==> config.mk <==
export PLATFORM = sky130hd
export DESIGN_NAME = smps_startup_protection_sequencer
export DESIGN_NICKNAME = d
export VERILOG_FILES = /design/src/verilog/smps_seq_pkg.sv /design/src/verilog/smps_startup_protection_sequencer.sv
export SDC_FILE = /design/constraint.sdc
export NUM_CORES = 1
export LEC_CHECK = 0
export ABC_CLOCK_PERIOD_IN_PS = 3900
export BUFFER_PORTS_ARGS = -buffer_cell sky130_fd_sc_hd__clkbuf_2
export CAP_MARGIN = 20
export CORE_UTILIZATION = 25
export DETAILED_ROUTE_END_ITERATION = 7
export PLACE_DENSITY_LB_ADDON = 0.25
export SKIP_LAST_GASP = 1
export SLEW_MARGIN = 30
export SYNTH_ARGS = -nofsm -noshare
export SYNTH_HDL_FRONTEND = slang
export SYNTH_SLANG_ARGS = --single-unit
==> constraint.sdc <==
create_clock -name i_core_clk -period 3.9 [get_ports i_core_clk]
set_input_delay 0.39 -clock i_core_clk [delete_from_list [all_inputs] [get_ports i_core_clk]]
set_output_delay 0.39 -clock i_core_clk [all_outputs]
set_load 0.01 [all_outputs]
==> src/verilog/smps_seq_pkg.sv <==
package smps_seq_pkg;

  // clock rate and timing
  localparam int unsigned CLK_MHZ            = 250;
  localparam int unsigned ZERO_CUR_TIMEOUT_US  = 50;
  localparam int unsigned ZERO_CUR_TIMEOUT_CYC = ZERO_CUR_TIMEOUT_US * CLK_MHZ;
  localparam int unsigned VALLEY_TIMEOUT_US  = 4;
  localparam int unsigned VALLEY_TIMEOUT_CYC = VALLEY_TIMEOUT_US * CLK_MHZ;
  localparam int unsigned PFC_FMAX_KHZ       = 250;  // frequency cap, plain default
  // least period between gate rises, rounded up
  localparam int unsigned PFC_MIN_PERIOD_CYC =
    (CLK_MHZ * 1000 + PFC_FMAX_KHZ - 1) / PFC_FMAX_KHZ;

  // register map (byte addresses)
  localparam logic [3:0]  REG_PFC_TON     = 4'h0;
  localparam logic [3:0]  REG_STATUS      = 4'h4;
  localparam logic [15:0] PFC_TON_RESET   = 16'h0100;

  // status field positions
  localparam int unsigned ST_STATE_LSB    = 0;
  localparam int unsigned ST_STROKE_LSB   = 2;
  localparam int unsigned ST_PROT_LATCHED = 4;
  localparam int unsigned ST_OTP_LATCHED  = 5;
  localparam int unsigned ST_LATCH_OK     = 6;
  localparam int unsigned ST_PFC_DRV      = 7;
  localparam int unsigned ST_FB_DRV       = 8;
  localparam int unsigned ST_MAINS_OK     = 9;
  localparam int unsigned ST_PFC_STARTED  = 10;
  localparam int unsigned ST_PFC_GATE     = 11;

  // comparator input indices
  localparam int unsigned IN_VCC_TRIP    = 0;
  localparam int unsigned IN_VCC_SUPPLY_LOCKOUT    = 1;
  localparam int unsigned IN_VCC_START   = 2;
  localparam int unsigned IN_HV_PRESENT  = 3;
  localparam int unsigned IN_LATCH_EN    = 4;
  localparam int unsigned IN_LATCH_PROT  = 5;
  localparam int unsigned IN_PFC_SS_DONE = 6;
  localparam int unsigned IN_FB_SS_DONE  = 7;
  localparam int unsigned IN_PFC_SS_HALF = 8;
  localparam int unsigned IN_FB_TIMEOUT  = 9;
  localparam int unsigned IN_PFC_OVP     = 10;
  localparam int unsigned IN_MAINS_STOP  = 11;
  localparam int unsigned IN_MAINS_START = 12;
  localparam int unsigned IN_MAINS_RESET = 13;
  localparam int unsigned IN_MAINS_REARM = 14;
  localparam int unsigned IN_OVERTEMP    = 15;
  localparam int unsigned IN_AUX_DEMAG   = 16;
  localparam int unsigned IN_AUX_VALLEY  = 17;
  localparam int unsigned N_IN           = 18;

  typedef enum logic [1:0] {SEQ_CHARGE, SEQ_STARTUP, SEQ_RUN, SEQ_STOP} seq_state_t;
  typedef enum logic [1:0] {STK_IDLE, STK_ON, STK_DEMAG, STK_VALLEY} stroke_t;

endpackage

==> src/verilog/smps_startup_protection_sequencer.sv <==
// Decided for this implementation: the placing of the registers and the Avalon-MM register port.
`timescale 1ns/100ps
`default_nettype none

module smps_startup_protection_sequencer
  import smps_seq_pkg::*;
#(
  parameter int unsigned DEMAG_TIMEOUT_CYC  = smps_seq_pkg::ZERO_CUR_TIMEOUT_CYC,
  parameter bit          FB_TIMEOUT_LATCHED = 1'b0
) (
  input  wire logic        i_core_clk,
  input  wire logic        i_rst_b,
  // comparator results
  input  wire logic        i_vcc_above_trip,
  input  wire logic        i_vcc_above_lockout,
  input  wire logic        i_vcc_above_startup,
  input  wire logic        i_high_voltage_startup_in,
  input  wire logic        i_latch_above_enable,
  input  wire logic        i_latch_above_protect,
  input  wire logic        i_pfc_softstart_done,
  input  wire logic        i_flyback_softstart_done,
  input  wire logic        i_pfc_current_sense_in,
  input  wire logic        i_flyback_control_in,
  input  wire logic        i_pfc_output_sense_in,
  input  wire logic        i_mains_above_stop,
  input  wire logic        i_mains_above_start,
  input  wire logic        i_mains_above_reset,
  input  wire logic        i_mains_above_rearm,
  input  wire logic        i_overtemp,
  input  wire logic        i_pfc_aux_demag,
  input  wire logic        i_pfc_aux_valley,
  // analog controls
  output logic             o_hv_charge_en,
  output logic             o_hv_charge_high,
  output logic             o_latch_source_en,
  output logic             o_softstart_charge_en,
  output logic             o_pfc_softstart_en,
  output logic             o_pfc_softstart_full,
  output logic             o_mains_clamp_en,
  output logic             o_pfc_drv_en,
  output logic             o_fb_drv_en,
  output logic             o_pfc_gate_pulse,
  // avalon-mm slave
  input  wire logic [3:0]  i_avs_address,
  input  wire logic        i_avs_read,
  input  wire logic        i_avs_write,
  input  wire logic [31:0] i_avs_writedata,
  input  wire logic [3:0]  i_avs_byteenable,
  output logic [31:0]      o_avs_readdata,
  output logic             o_avs_waitrequest
);
  import smps_seq_pkg::*;

  localparam logic [15:0] DEMAG_TO  = 16'(DEMAG_TIMEOUT_CYC);
  localparam logic [15:0] VALLEY_TO = 16'(VALLEY_TIMEOUT_CYC);
  localparam logic [15:0] MIN_PER   = 16'(PFC_MIN_PERIOD_CYC);

  // counters are 16 bits; refuse a demag timeout or minimum period they cannot hold
  generate
    if (DEMAG_TIMEOUT_CYC < 2 || DEMAG_TIMEOUT_CYC > 65535) begin : g_bad_demag
      $error("demag timeout out of range");
    end
    if (PFC_MIN_PERIOD_CYC > 65535) begin : g_bad_period
      $error("minimum period out of range");
    end
  endgenerate

  typedef struct packed {
    logic [N_IN-1:0] sync1;
    logic [N_IN-1:0] sync2;
    seq_state_t      state;
    logic            prot_latched;
    logic            otp_latched;
    logic            mains_dropped;
    logic            latch_ok;
    logic            pfc_started;
    logic            mains_ok;
    stroke_t         stroke;
    logic            gate;
    logic [15:0]     stroke_cnt;
    logic [15:0]     period_cnt;
    logic [15:0]     ton;
    logic            ack;
    logic [31:0]     readdata;
  } seq_regs_t;

  seq_regs_t        r;
  seq_regs_t        next_r;
  logic [N_IN-1:0]  raw;
  logic [N_IN-1:0]  s;
  logic             pfc_run;
  logic             valley_now;
  logic             fault;
  logic [31:0]      status_word;

  // raw comparator vector, index order per package
  assign raw = {i_pfc_aux_valley, i_pfc_aux_demag, i_overtemp, i_mains_above_rearm,
                i_mains_above_reset, i_mains_above_start, i_mains_above_stop,
                i_pfc_output_sense_in, i_flyback_control_in, i_pfc_current_sense_in,
                i_flyback_softstart_done, i_pfc_softstart_done, i_latch_above_protect,
                i_latch_above_enable, i_high_voltage_startup_in, i_vcc_above_startup,
                i_vcc_above_lockout, i_vcc_above_trip};
  assign s = r.sync2;

  // analog controls decoded from registered state
  assign o_hv_charge_en        = (r.state == SEQ_CHARGE) && !s[IN_OVERTEMP];
  assign o_hv_charge_high      = o_hv_charge_en && s[IN_VCC_TRIP]
                                 && !s[IN_VCC_SUPPLY_LOCKOUT];
  assign o_latch_source_en     = (r.state == SEQ_STARTUP) || (r.state == SEQ_RUN);
  assign o_softstart_charge_en = o_latch_source_en;
  assign o_pfc_softstart_en    = o_latch_source_en && !r.pfc_started;
  assign o_pfc_softstart_full  = o_pfc_softstart_en && !s[IN_PFC_SS_HALF];
  assign o_mains_clamp_en      = !r.prot_latched && !r.otp_latched;
  assign o_fb_drv_en           = (r.state == SEQ_RUN);
  assign pfc_run               = o_fb_drv_en && r.pfc_started && r.mains_ok
                                 && !s[IN_PFC_OVP];
  assign o_pfc_drv_en          = pfc_run;
  assign o_pfc_gate_pulse      = r.gate;
  assign o_avs_readdata        = r.readdata;
  // one wait cycle on every access, so read data can come from a flop
  assign o_avs_waitrequest     = (i_avs_read || i_avs_write) && !r.ack;

  // status word assembly
  always_comb begin
    status_word                  = '0;
    status_word[ST_STATE_LSB+:2] = r.state;
    status_word[ST_STROKE_LSB+:2] = r.stroke;
    status_word[ST_PROT_LATCHED] = r.prot_latched;
    status_word[ST_OTP_LATCHED]  = r.otp_latched;
    status_word[ST_LATCH_OK]     = r.latch_ok;
    status_word[ST_PFC_DRV]      = pfc_run;
    status_word[ST_FB_DRV]       = o_fb_drv_en;
    status_word[ST_MAINS_OK]     = r.mains_ok;
    status_word[ST_PFC_STARTED]  = r.pfc_started;
    status_word[ST_PFC_GATE]     = r.gate;
  end

  // next-state logic for the whole block
  always_comb begin
    next_r       = r;
    valley_now   = 1'b0;
    fault        = 1'b0;
    next_r.sync1 = raw;
    next_r.sync2 = r.sync1;

    // mains brownout hysteresis for the PFC
    if (!s[IN_MAINS_STOP]) begin
      next_r.mains_ok = 1'b0;
    end else if (s[IN_MAINS_START]) begin
      next_r.mains_ok = 1'b1;
    end

    // fast latch reset: dip below reset level, then rise to rearm level
    if (r.prot_latched || r.otp_latched) begin
      if (!s[IN_MAINS_RESET]) begin
        next_r.mains_dropped = 1'b1;
      end else if (r.mains_dropped && s[IN_MAINS_REARM]) begin
        next_r.prot_latched  = 1'b0;
        next_r.otp_latched   = 1'b0;
        next_r.mains_dropped = 1'b0;
      end
    end else begin
      next_r.mains_dropped = 1'b0;
    end
    // both supplies gone clears both fault latches and the dip flag
    if (!s[IN_VCC_TRIP] && !s[IN_HV_PRESENT]) begin
      next_r.prot_latched  = 1'b0;
      next_r.otp_latched   = 1'b0;
      next_r.mains_dropped = 1'b0;
    end
    // overtemperature sets last, so a same-cycle clear never hides it
    if (s[IN_OVERTEMP]) begin
      next_r.otp_latched = 1'b1;
    end

    // start-up and protection sequencer
    case (r.state)
      SEQ_CHARGE: begin
        next_r.latch_ok    = 1'b0;
        next_r.pfc_started = 1'b0;
        if (s[IN_VCC_START]) begin
          // latched faults recharge but never restart
          if (r.prot_latched || r.otp_latched || s[IN_OVERTEMP]) begin
            next_r.state = SEQ_STOP;
          end else begin
            next_r.state = SEQ_STARTUP;
          end
        end
      end
      SEQ_STARTUP: begin
        if (s[IN_LATCH_EN]) begin
          next_r.latch_ok = 1'b1;
        end
        if (s[IN_OVERTEMP]) begin
          next_r.state = SEQ_STOP;
        end else if (!s[IN_VCC_SUPPLY_LOCKOUT]) begin
          // latch never came up: drop its source, charge again
          next_r.state = SEQ_CHARGE;
        end else if (r.latch_ok && s[IN_FB_SS_DONE]) begin
          next_r.state = SEQ_RUN;
        end
      end
      SEQ_RUN: begin
        if (r.latch_ok && s[IN_PFC_SS_DONE]) begin
          next_r.pfc_started = 1'b1;
        end
        if (!s[IN_LATCH_PROT]) begin
          next_r.prot_latched = 1'b1;
          fault = 1'b1;
        end
        if (s[IN_FB_TIMEOUT]) begin
          next_r.prot_latched = next_r.prot_latched | FB_TIMEOUT_LATCHED;
          fault = 1'b1;
        end
        if (s[IN_OVERTEMP] || !s[IN_VCC_SUPPLY_LOCKOUT]) begin
          fault = 1'b1;
        end
        if (fault) begin
          next_r.state       = SEQ_STOP;
          next_r.pfc_started = 1'b0;
        end
      end
      SEQ_STOP: begin
        // converters idle; wait for supply to sag to lockout
        next_r.latch_ok    = 1'b0;
        next_r.pfc_started = 1'b0;
        if (!s[IN_VCC_SUPPLY_LOCKOUT]) begin
          next_r.state = SEQ_CHARGE;
        end
      end
      default: begin
        next_r.state = SEQ_CHARGE;
      end
    endcase

    // PFC stroke engine: on-time, demag wait, valley wait
    if (r.period_cnt != 16'hFFFF) begin
      next_r.period_cnt = r.period_cnt + 16'h0001;
    end
    next_r.stroke_cnt = r.stroke_cnt + 16'h0001;
    if (!pfc_run) begin
      next_r.stroke     = STK_IDLE;
      next_r.gate       = 1'b0;
      next_r.stroke_cnt = '0;
    end else begin
      case (r.stroke)
        STK_IDLE: begin
          if (r.period_cnt >= MIN_PER) begin
            next_r.stroke     = STK_ON;
            next_r.gate       = 1'b1;
            next_r.stroke_cnt = '0;
            next_r.period_cnt = '0;
          end
        end
        STK_ON: begin
          // on-time from register, zero treated as one cycle
          if (r.stroke_cnt + 16'h0001 >= r.ton) begin
            next_r.stroke     = STK_DEMAG;
            next_r.gate       = 1'b0;
            next_r.stroke_cnt = '0;
          end
        end
        STK_DEMAG: begin
          if (s[IN_AUX_DEMAG] || (r.stroke_cnt + 16'h0001 >= DEMAG_TO)) begin
            next_r.stroke     = STK_VALLEY;
            next_r.stroke_cnt = '0;
          end
        end
        STK_VALLEY: begin
          valley_now = s[IN_AUX_VALLEY]
                       || (r.stroke_cnt + 16'h0001 >= VALLEY_TO);
          if (valley_now) begin
            next_r.stroke_cnt = '0;
            // too soon: skip this valley and wait for a later one
            if (r.period_cnt >= MIN_PER) begin
              next_r.stroke     = STK_ON;
              next_r.gate       = 1'b1;
              next_r.period_cnt = '0;
            end
          end
        end
        default: begin
          next_r.stroke = STK_IDLE;
          next_r.gate   = 1'b0;
        end
      endcase
    end

    // register bus: answer on the second cycle of each access
    next_r.ack = (i_avs_read || i_avs_write) && !r.ack;
    if (i_avs_read && !r.ack) begin
      case (i_avs_address)
        REG_PFC_TON: next_r.readdata = {16'h0000, r.ton};
        REG_STATUS:  next_r.readdata = status_word;
        default:     next_r.readdata = 32'h0000_0000;
      endcase
    end
    if (i_avs_write && r.ack && (i_avs_address == REG_PFC_TON)) begin
      if (i_avs_byteenable[0]) begin
        next_r.ton[7:0] = i_avs_writedata[7:0];
      end
      if (i_avs_byteenable[1]) begin
        next_r.ton[15:8] = i_avs_writedata[15:8];
      end
    end
  end

  // state register; reset leaves both drivers off
  always_ff @(posedge i_core_clk or negedge i_rst_b) begin
    if (!i_rst_b) begin
      r     <= '0;
      r.ton <= PFC_TON_RESET;
    end else begin
      r <= next_r;
    end
  end

  // ---- assertions ----
  localparam int OTP_LAT = 2;
endmodule // smps_startup_protection_sequencer

`default_nettype wire

**After elaboration in Yosys (flattened, before gate mapping)**

Cells that the tools add are included.

- Add/subtract/negate cells: 2
- $lt $le $gt $ge: 4
- Equal/unequal tests: 22
- Mux-type cells: 43
- Reduce and logical (&&, ||, !) cells: 51

Operators by type and width:

| kind | number |
|---|---|
| $mux W35 | 2 |
| $mux W16 | 4 |
| $pmux W16 S2 | 2 |
| $pmux W16 S4 | 1 |
| $mux W19 | 2 |
| $add A16 B1 Y16 const B | 2 |
| $ge A16 B10 Y1 const B | 2 |
| $mux W2 | 10 |
| $logic_and A1 B1 Y1 | 17 |
| $ge A16 B14 Y1 const B | 1 |
| $ge A16 B16 Y1 | 1 |
| $ne A16 B16 Y1 const B | 1 |
| $pmux W2 S4 | 2 |
| $ne A3 B3 Y1 const B | 5 |
| $mux W1 | 14 |
| $logic_not A1 Y1 | 10 |
| $reduce_and A5 Y1 | 2 |
| $mux W3 | 3 |
| $reduce_bool A3 Y1 | 3 |
| $eq A2 B2 Y1 const B | 4 |
| $reduce_and A2 Y1 | 4 |
| $logic_or A1 B1 Y1 | 7 |
| $ne A2 B2 Y1 const B | 3 |
| $eq A2 B1 Y1 const B | 2 |
| other kinds (14) | 18 |

- Flip-flop bits (word level): 128
- Bits of input ports: 62
- Output and inout port bits: 43
- Logic and storage cells: 139

**Logic depth before layout (Yosys ltp)**

Gate-level depths: netlist (run 1).

- Depth in word-level cells: 7
- Mapped depth: 14
- Gate-level depth less buffers: 13

**Worst setup path before layout (run 1)**

Ideal clock, no wire load.

- Kind: register -> register
- Start: register r[66] (netlist name)
- End: register r[83] (netlist name)
- Arrival: 3.469 ns
- Setup slack: 0.304 ns
- Stages on the path, launching flop included: 14
- Buffers on the path: 0
- Clock period less this slack: 3.596 ns
- Path through: dfrtp_1 ha_1 nand4_2 or3_1 xor2_1 clkinv_1 ha_1 and3_1 a221o_1 a21oi_1 o31ai_1 nor3_1 a2111oi_2 mux2_1

- Longest elaborated chain between the ends: 5
- Elaborated cells between the ends (all ways): 10
- Those cells by class: add/sub (1); order compare (3); eq/ne (3); reduce/logical (3)

RTL lines:

| element | RTL line | text |
|---|---|---|
| start, declared | smps_startup_protection_sequencer.sv:87 | `seq_regs_t r;` |
| start signal, assigned | smps_startup_protection_sequencer.sv:314 | `r <= next_r;` |
| $add A16 B1 Y16 * | smps_startup_protection_sequencer.sv:257, smps_startup_protection_sequencer.sv:264, smps_startup_protection_sequencer.sv:271 |  |
| $ge A16 B10 Y1 / $ge A16 B14 Y1 (equally long branches) | smps_startup_protection_sequencer.sv:271, smps_startup_protection_sequencer.sv:264 |  |
| $logic_or A1 B1 Y1 (on tied branches) | smps_startup_protection_sequencer.sv:271, smps_startup_protection_sequencer.sv:264 |  |
| $ne A3 B3 Y1 (no line) | n/a |  |
| $reduce_and A5 Y1 (no line) * | n/a |  |

Mark *: on every way between the ends. The rest lies on a longest branch, timed or not.
A chain may end at the register's enable or synchronous reset.

**Worst setup path after layout (run 1)**

- Start: register r[69] (netlist name)
- End: register r[83] (netlist name)

Same word-level chain as after synthesis.

==> impl_results.md, run 1 <==
* Status: finished clean
* Synth top cells by count: 111 x dfrtp_1, 48 x nand2_1, 39 x buf_4, 31 x nor2_1, 30 x inv_1
* Period utilisation layout at 92.1%
* Num Clock Sinks at 112
* R2R Setup Slk at 0.31 ns
* Pwr dens at 395 nW/um^2
* Worst VDD drop at 0.245 mV
* Hold Crit Class: in -> async
* Drt drc at 0
* Wire per inst at 14.0 um
* Die Y at 155 um
* P_leak at 3.03 nW
* Via count of the routed design at 4,154
* Critical Path RT at 4.14 ns
* Grt total ovfl at 0
* Total Wirelength at 13,100 um
* Layout net count at 704
* Clk root buf: clkbuf_16
* Initial drt markers at 172
* CTS tree: yes
* Synth Cell Area at 5850 sq um
* Asr flop ratio synth at 100%
* Dominant cells by area after synthesis: dfrtp_1 47%, ha_1 6.0%, buf_4 5.0%
* Clock transition at the registers of the reported paths at 0.09 ns
* Total power at 2.68 mW
* Port bufs at 70
* Kind of critical path: reg -> reg
* I/O pin cnt at 105
* Largest net degree at the start of global routing at 71
* Clock Tree Buf Depth at 2
* Final min period at 3.59 ns
* ANT cells at 0
* Antenna violations before repair at 0
* Post-synth top area cell: dfrtp_1
* Clock skew at 0.00922 ns
* Gate Count Post-Synth at 551
* Critical path endpoint category: flop
* Worst EP arrival at 3.84 ns
* Synthesis-to-layout area growth at 16.0%
* Synth unique cells at 73
* Cts bufs inserted at 9
* Yosys warnings at 0
* Share of cells above drive strength 1 at 25.2%
* Top cell type's share of synthesized area at 47.5%
* First-pass GRT wire length at 21,900 um
* Setup_tns at 0 ns
* Fmax at 0.278 GHz
* Setup crit start kind: flop
* Yosys reg bits at 112
* Max Cap Violations at 0
* Worst relative slew slack at 54.2%
* # hold bufs at CTS at 0
* Vias per cell at 4.46
* Main synth FF type: dfrtp_1
* Final Max Tran Viols at 0
* Avg Cell Area, Syn at 10.6 sq um
* Worst-Skew Late Latency at 0.36 ns
* Num rows at 55
* Worst Path Max Fanout at 10
* RSZ-0062 raised after global routing: no
* GRT Total Usage at 11.5%
* Vias in the first global route at 4,133
* RD Place Congestion at 0.805
* Sequential share of the synthesized area at 47.9%
* Post-synth EDFFs at 0
* Post-route ant nets at 0
* Die X at 155 um
* H-tree depth at 3
* Initial Utilization at 25.7%
* Final Hold Fails at 0
* Least-Margin Pin Slew at 0.685 ns
* Most frequent cell after synthesis: dfrtp_1
* Core Region at 22,800 sq um
* Die ar. at 24,000 sq um
* DP HPWL at 9800 um
* Pre-Repair DR Iteration Count at 4
* # fillers at 2,400
* Endpoints failing setup at 0
## final timing paths
check | start | end | cells after the start
min reg2reg | next_r[107] | s[15] | 0
max | r[69] | r[83] | 13
max in group asynchronous | i_rst_b | r[69] | 2
max reg2reg | r[69] | r[83] | 13
min in group i_core_clk | i_vcc_above_startup | next_r[94] | 1
min | i_rst_b | next_r[93] | 1
## flip-flops by register name, summed over array words and instances (netlist names)
name,cells
next_r,18
o_avs_readdata,16
o_pfc_gate_pulse,1
r,59
s,18
## stage by stage
step	hold WS, ns	utilization (%)	instance area [sq um]	cells	setup WS [ns]
after floorplan	0.0944	-	5900	566	0.304
after global placement	0.331	28.3	6440	913	0.210
after detailed placement	0.335	28.3	6440	913	0.161
after CTS	0.115	29.6	6750	929	0.123
after global routing	0.0613	29.8	6780	932	0.0183
final	0.0163	29.8	6780	932	0.307
## worst max-delay path: stages, from the launching register on
cell       delay, ns
dfrtp_2         0.49
nand3_2         0.24
nor4_2          0.35
xnor2_1         0.22
inv_1           0.14
ha_1            0.31
and3_1          0.19
and3_1          0.21
nand4_1         0.12
o31ai_2         0.25
nor3_1          0.08
buf_4           0.17
a2111oi_2       0.36
mux2_1          0.35
## timing repair
action,4_1_cts,5_1_grt
gates resized for setup,0,3
buffers inserted,0,3
endpoints found under the setup margin,0,18
## final cells by class
type                            count  area, sq um  share of cell area (%)
Sequential cell                   112         2810                    41.4
Multi-Input combinational cell    371         2650                    39.1
Clock buffer                        9          225                    3.32
Clock inverter                      7         78.8                    1.16
Tap cell                          313          392                    5.77
Inverter                           31          116                    1.72
Timing Repair Buffer               89          512                    7.55
## power breakdown
group	internal, mW	switching (mW)
clock network	0.462	0.484
registers	1.23	0.0719
logic	0.178	0.248
total	1.87	0.804
## cell usage in the layout (no fill, tap or decap), types with 14 or more instances in the layout
cell and count:
dfrtp_1 109, clkbuf_2 69, nand2_1 48, nor2_1 31, inv_1 30, o21ai_0 28
ha_1 28, buf_4 18, mux2_2 16, conb_1 16, nor3_1 14, xnor2_1 14
xor2_1 14
## layer usage
metal | routed length, um | up-vias | track usage (%)
li1 | - | 2008 | -
met1 | 6320 | 2056 | 15.6
met2 | 6150 | 75 | 18.4
met3 | 335 | 15 | 1.59
met4 | 257 | 0 | 4.86
met5 | 0 | - | 0
## logic make-up (layout without fill, tap and decap cells)
family,Yosys count,after routing,share of synthesized area [%]
AOI/OAI and AO/OA,96,96,12.3
other,1,16,0.0641
adders and majority gates,28,28,5.99
DFF,112,112,47.9
buffers and inverters,83,136,8.07
muxes,20,20,3.79
xor gates and xnor gates,28,28,4.19
and+or+nand+nor,183,183,17.7
Power figures use the tool's default switching activity.
==> inputs of run 2 (changes only) <==
--- a/config.mk
+++ b/config.mk
@@ -8,6 +8,8 @@
 export ABC_CLOCK_PERIOD_IN_PS = 3900
 export BUFFER_PORTS_ARGS = -buffer_cell sky130_fd_sc_hd__clkbuf_2
 export CAP_MARGIN = 20
+export CELL_PAD_IN_SITES_DETAIL_PLACEMENT = 2
+export CELL_PAD_IN_SITES_GLOBAL_PLACEMENT = 2
 export CORE_UTILIZATION = 25
 export DETAILED_ROUTE_END_ITERATION = 7
 export PLACE_DENSITY_LB_ADDON = 0.25
==> run 2 against run 1 <==
Against the previous run:
- flip-flop and latch count unchanged
- final cell count increased by 0.11%
- non-clock buffer count is 1 higher
- cell area increased by 0.31%
- core utilization increased by 0.093 points
- largest cell class unchanged
- largest power group unchanged
- highest routed layer unchanged
==> impl_results.md, run 2 (synthesis gave the netlist of run 1 again) <==
* DP HPWL at 12,200 um
* Final Hold Fails at 0
* R2R depth at 13
* Setup crit start kind: flop
* Crit path largest cell delay at 0.51 ns
* Sequential share of power at 47.5%
* Hold_ws at 0.0778 ns
* Max Cap Violations at 0
* Die X at 155 um
* Switching part of the total at 31.7%
* Cts bufs inserted at 9
* Worst-Skew Late Latency at 0.37 ns
* Layout net count at 705
* Clock share of power at 35.7%
* # hold bufs at CTS at 0
* Drt drc at 0
* NetSw at 873 uW
* Final Max Tran Viols at 0
* PostCTS Resize Cnt at 0
* Post-layout util at 29.9%
* Worst Slack Setup Final at 0.293 ns
* Initial drt markers at 169
* Place WS at 0.230 ns
* Critical-path top delay cell: dfrtp_1
* Internal at 1.88 mW
* Final min period at 3.61 ns
* Wire per inst at 17.4 um
* Via count of the routed design at 4,268
* Grt total ovfl at 0
* Kind of critical path: reg -> reg
* Most common cell after layout, fill and taps aside: dfrtp_1
* I/O pin cnt at 105
* Clock skew at 0.0167 ns
* Clk root buf: clkbuf_16
* Max reg flops at 59
* Vias per cell at 4.57
* Worst EP arrival at 3.86 ns
* Commonest non-fill, non-tap cells in the layout: 111 x dfrtp_1, 69 x clkbuf_2, 48 x nand2_1
* GRT Total Usage at 14.5%
* Buf/Inv on CP at 2
* Status: finished clean
* Power share of the combinational group at 16.7%
* Share of cells above drive strength 1 at 24.8%
* Post-Place Cell Area at 6480 sq um
* ANT cells at 0
* Post-CTS setup buffer count at 0
* Total Wirelength at 16,200 um
* Worst VDD drop at 0.235 mV
* Final instance area at 6800 sq um
* Die Y at 155 um
* Clock transition at the registers of the reported paths at 0.09 ns
* Num rows at 55
* Period utilisation layout at 92.5%
* RSZ-0062 raised after global routing: no
* Biggest register: r
* Setup_tns at 0 ns
* RD Place Congestion at 0.766
* Critical Path RT at 4.16 ns
* Antenna violations before repair at 0
* Critical path endpoint category: flop
* Worst-path cell chain: nand4_2 -> or3_1 -> xor2_1 -> clkinv_1 -> ha_1 -> and3_1 -> and3_1 -> nand4_1 -> o31ai_2 -> nor3_1 -> buf_4 -> a2111oi_2 -> mux2_1
* Endpoints failing setup at 0
* Clock Tree Buf Depth at 2
* Stages on the worst setup path at 13
* Worst Path Max Fanout at 8
* P_leak at 3.04 nW
* Crit-path leading delay family: simple AND/OR/NAND/NOR gates
* Port bufs at 70
* Num Clock Sinks at 112
* CTS tree: yes
* # fillers at 2,536
* Post-route ant nets at 0
* H-tree depth at 3
* Core Region at 22,800 sq um
* Synthesis-to-layout area growth at 16.3%
* Fmax at 0.277 GHz
* CP most frequent cell: and3_1
* Initial Utilization at 25.7%
* Pre-Repair DR Iteration Count at 6
* Die ar. at 24,000 sq um
* Hold Crit Class: in -> async
* Largest net degree at the start of global routing at 59
* First-pass GRT wire length at 26,800 um
* Vias in the first global route at 4,794
* Pwr dens at 405 nW/um^2
* Worst relative slew slack at 47.2%
* Least-Margin Pin Slew at 0.792 ns
-- run 2: power by group through the flow --
stage,Combinational [mW],Clock [mW],Sequential [mW]
detailed placement,0.459,0,1.33
global placement,0.436,0,1.32
global route,0.515,1.07,1.32
CTS,0.470,1.03,1.31
finish,0.462,0.985,1.31
floorplan,0.299,0,1.30
-- run 2: routing by layer --
metal	share of wire [%]	GRT usage, %	vias up	wire, um
li1	-	-	2001	-
met1	48	18.9	2204	7700
met2	49	24.7	54	7940
met3	2.4	2.59	9	386
met4	0.99	3.39	0	161
met5	0	0	-	0
-- run 2: per-stage QoR --
| step | cells | power (mW) |
|---|---|---|
| floorplan | 566 | 1.59 |
| detailed placement | 917 | 1.79 |
| finish | 933 | 2.76 |
| global placement | 917 | 1.76 |
| CTS | 933 | 2.81 |
| global route | 933 | 2.91 |
-- run 2: path summary, 6_finish.rpt --
check | startpoint | endpoint | slack [ns]
min in group i_core_clk | i_pfc_output_sense_in | next_r[102] | 0.12
min | i_rst_b | o_avs_readdata[0] | 0.08
max | r[73] | r[83] | 0.29
max in group asynchronous | i_rst_b | r[41] | 2.99
max reg2reg | r[73] | r[83] | 0.29
min reg2reg | next_r[105] | s[13] | 0.35
-- run 2: cell type report --
type | count | area, sq um | share of cell area, %
flip-flops and latches | 112 | 2800 | 41.2
well taps | 313 | 392 | 5.76
multi-input cells | 371 | 2650 | 38.9
inverters | 31 | 116 | 1.71
clock inverters | 7 | 88.8 | 1.31
repair buffers | 90 | 528 | 7.76
clock buffers | 9 | 225 | 3.31
==> inputs of run 3 (changes only) <==
--- a/config.mk
+++ b/config.mk
@@ -6,11 +6,12 @@
 export NUM_CORES = 1
 export LEC_CHECK = 0
 export ABC_CLOCK_PERIOD_IN_PS = 3900
-export BUFFER_PORTS_ARGS = -buffer_cell sky130_fd_sc_hd__clkbuf_2
+export BUFFER_PORTS_ARGS = -buffer_cell sky130_fd_sc_hd__buf_2
 export CAP_MARGIN = 20
 export CELL_PAD_IN_SITES_DETAIL_PLACEMENT = 2
 export CELL_PAD_IN_SITES_GLOBAL_PLACEMENT = 2
 export CORE_UTILIZATION = 25
+export CTS_BUF_LIST = sky130_fd_sc_hd__clkbuf_8
 export DETAILED_ROUTE_END_ITERATION = 7
 export PLACE_DENSITY_LB_ADDON = 0.25
 export SKIP_LAST_GASP = 1
==> run 3 against run 2 <==
Against the previous run:
- worst hold slack lost 0.031 ns
- largest cell class unchanged
- worst setup slack got worse by 0.023 ns
- flip-flop and latch count did not move
- sequential power hardly changed
- sequential share of layout area increased by 0.63 points
- combinational power shrank 2%
==> impl_results.md, run 3 (synthesis gave the netlist of run 1 again) <==
* Via count of the routed design at 4,266
* Worst EP arrival at 3.92 ns
* Clock transition at the registers of the reported paths at 0.12 ns
* Post-route ant nets at 0
* Hold Crit Class: in -> async
* Setup crit start kind: flop
* Cts bufs inserted at 9
* Max Cap Violations at 0
* Final Max Tran Viols at 0
* Commonest non-fill, non-tap cells in the layout: 110 x dfrtp_1, 69 x buf_2, 48 x nand2_1
* DP HPWL at 12,200 um
* Final min period at 3.63 ns
* Fmax at 0.275 GHz
* Critical path endpoint category: flop
* R2R Setup Slk at 0.27 ns
* ANT cells at 0
* Critical-path top delay cell: or3_1
* Drt drc at 0
* Worst-path cell chain: ha_1 -> nand4_2 -> or3_1 -> xor2_2 -> clkinv_1 -> ha_1 -> and3_1 -> and3_1 -> nand4_1 -> o31ai_4 -> nor3_1 -> buf_4 -> a2111oi_2 -> mux2_1
* Clock Tree Buf Depth at 2
* Worst relative slew slack at 47.6%
* Clk root buf: clkbuf_8
* Critical Path RT at 4.19 ns
* Layout net count at 705
* Endpoints failing setup at 0
* Final instance area at 6700 sq um
* First-pass GRT wire length at 26,600 um
* Biggest register: r
* Most common cell after layout, fill and taps aside: dfrtp_1
* Vias per cell at 4.57
* Worst Path Max Fanout at 5
* # hold bufs at CTS at 0
* Status: finished clean
* Antenna violations before repair at 0
* Initial drt markers at 144
* Initial Utilization at 25.7%
* Die ar. at 24,000 sq um
* P_leak at 2.99 nW
* Total Wirelength at 16,000 um
* Grt total ovfl at 0
* I/O pin cnt at 105
* Crit path largest cell delay at 0.39 ns
* Hold_ws at 0.0467 ns
* Worst VDD drop at 0.187 mV
* Num rows at 55
* Final Hold Fails at 0
* Largest net degree at the start of global routing at 60
* RD Place Congestion at 0.769
* Synthesis-to-layout area growth at 14.6%
* Least-Margin Pin Slew at 0.786 ns
* Place WS at 0.148 ns
* Pre-Repair DR Iteration Count at 4
* Worst-Skew Late Latency at 0.40 ns
* Post-Place Cell Area at 6480 sq um
* Num Clock Sinks at 112
* Core Region at 22,800 sq um
* Port bufs at 70
* Worst Slack Setup Final at 0.270 ns
* Pwr dens at 369 nW/um^2
* Post-CTS setup buffer count at 0
* GRT Total Usage at 14.2%
* Period utilisation layout at 93.1%
* Max reg flops at 59
* CTS tree: yes
* Die X at 155 um
* Kind of critical path: reg -> reg
* Wire per inst at 17.2 um
* Share of cells above drive strength 1 at 25.2%
* Die Y at 155 um
* Vias in the first global route at 4,870
* H-tree depth at 3
* Clock skew at 0.0206 ns
[run 3: changes by cell type in the layout (fill, tap and decap cells not counted), moves of 2 or more]
cell	change
clkbuf_2	-69
clkinvlp_4	+2
buf_2	+69
clkbuf_16	-9
inv_8	-2
clkbuf_8	+9
[run 3: power by group]
group / total, mW / switching, mW / internal, mW
registers: 1.31 / 0.0759 / 1.23
logic: 0.455 / 0.272 / 0.183
clock network: 0.708 / 0.459 / 0.249
total: 2.47 / 0.807 / 1.67
[run 3: worst max-delay path, delay by kind of cell (launching register included)]
kind | cells | cell delay (ns)
mux | 1 | 0.35
xor+xnor | 1 | 0.19
simple gates | 6 | 1.17
buf+inv | 2 | 0.30
compound gates | 2 | 0.65
flops | 1 | 0.37
fa+ha+maj | 2 | 0.49
[run 3: area by class of cell]
cell class	instances	area, sq um
inverter	31	116
timing repair buffer	90	528
multi-input combinational	371	2670
clock buffer	9	124
sequential	112	2810
tap	313	392
clock inverter	7	73.8
fill	2532	16100
[run 3: layer usage]
metal,vias to the layer above,GRT usage [%],part of all wire [%]
met5,-,0,0
met4,0,3.30,1.1
met1,2196,18.7,47
met2,58,24.0,49
met3,13,2.70,2.7
li1,1999,-,-
[run 3: repair_timing]
action | in CTS | in global routing
endpoints found under the hold margin | 0 | 0
endpoints found under the setup margin | 0 | 17
resized for setup | 0 | 4
[run 3: worst paths after layout]
kind,start,to,cells past startpoint
setup / recovery,r[66],r[83],14
min in group i_core_clk,i_mains_above_stop,next_r[103],1
max in group asynchronous,i_rst_b,r[41],2
hold reg to reg,next_r[107],s[15],0
setup reg to reg,r[66],r[83],14
hold / removal,i_rst_b,o_avs_readdata[0],1
[run 3: metrics by stage]
stage | power (mW) | setup TNS, ns | util (%) | cells
after global routing | 2.62 | -0.00120 | 29.4 | 933
final | 2.47 | 0 | 29.4 | 933
after CTS | 2.52 | 0 | 29.3 | 933
after floorplan | 1.59 | 0 | - | 566
after global placement | 1.76 | 0 | 28.5 | 917
after detailed placement | 1.78 | 0 | 28.5 | 917
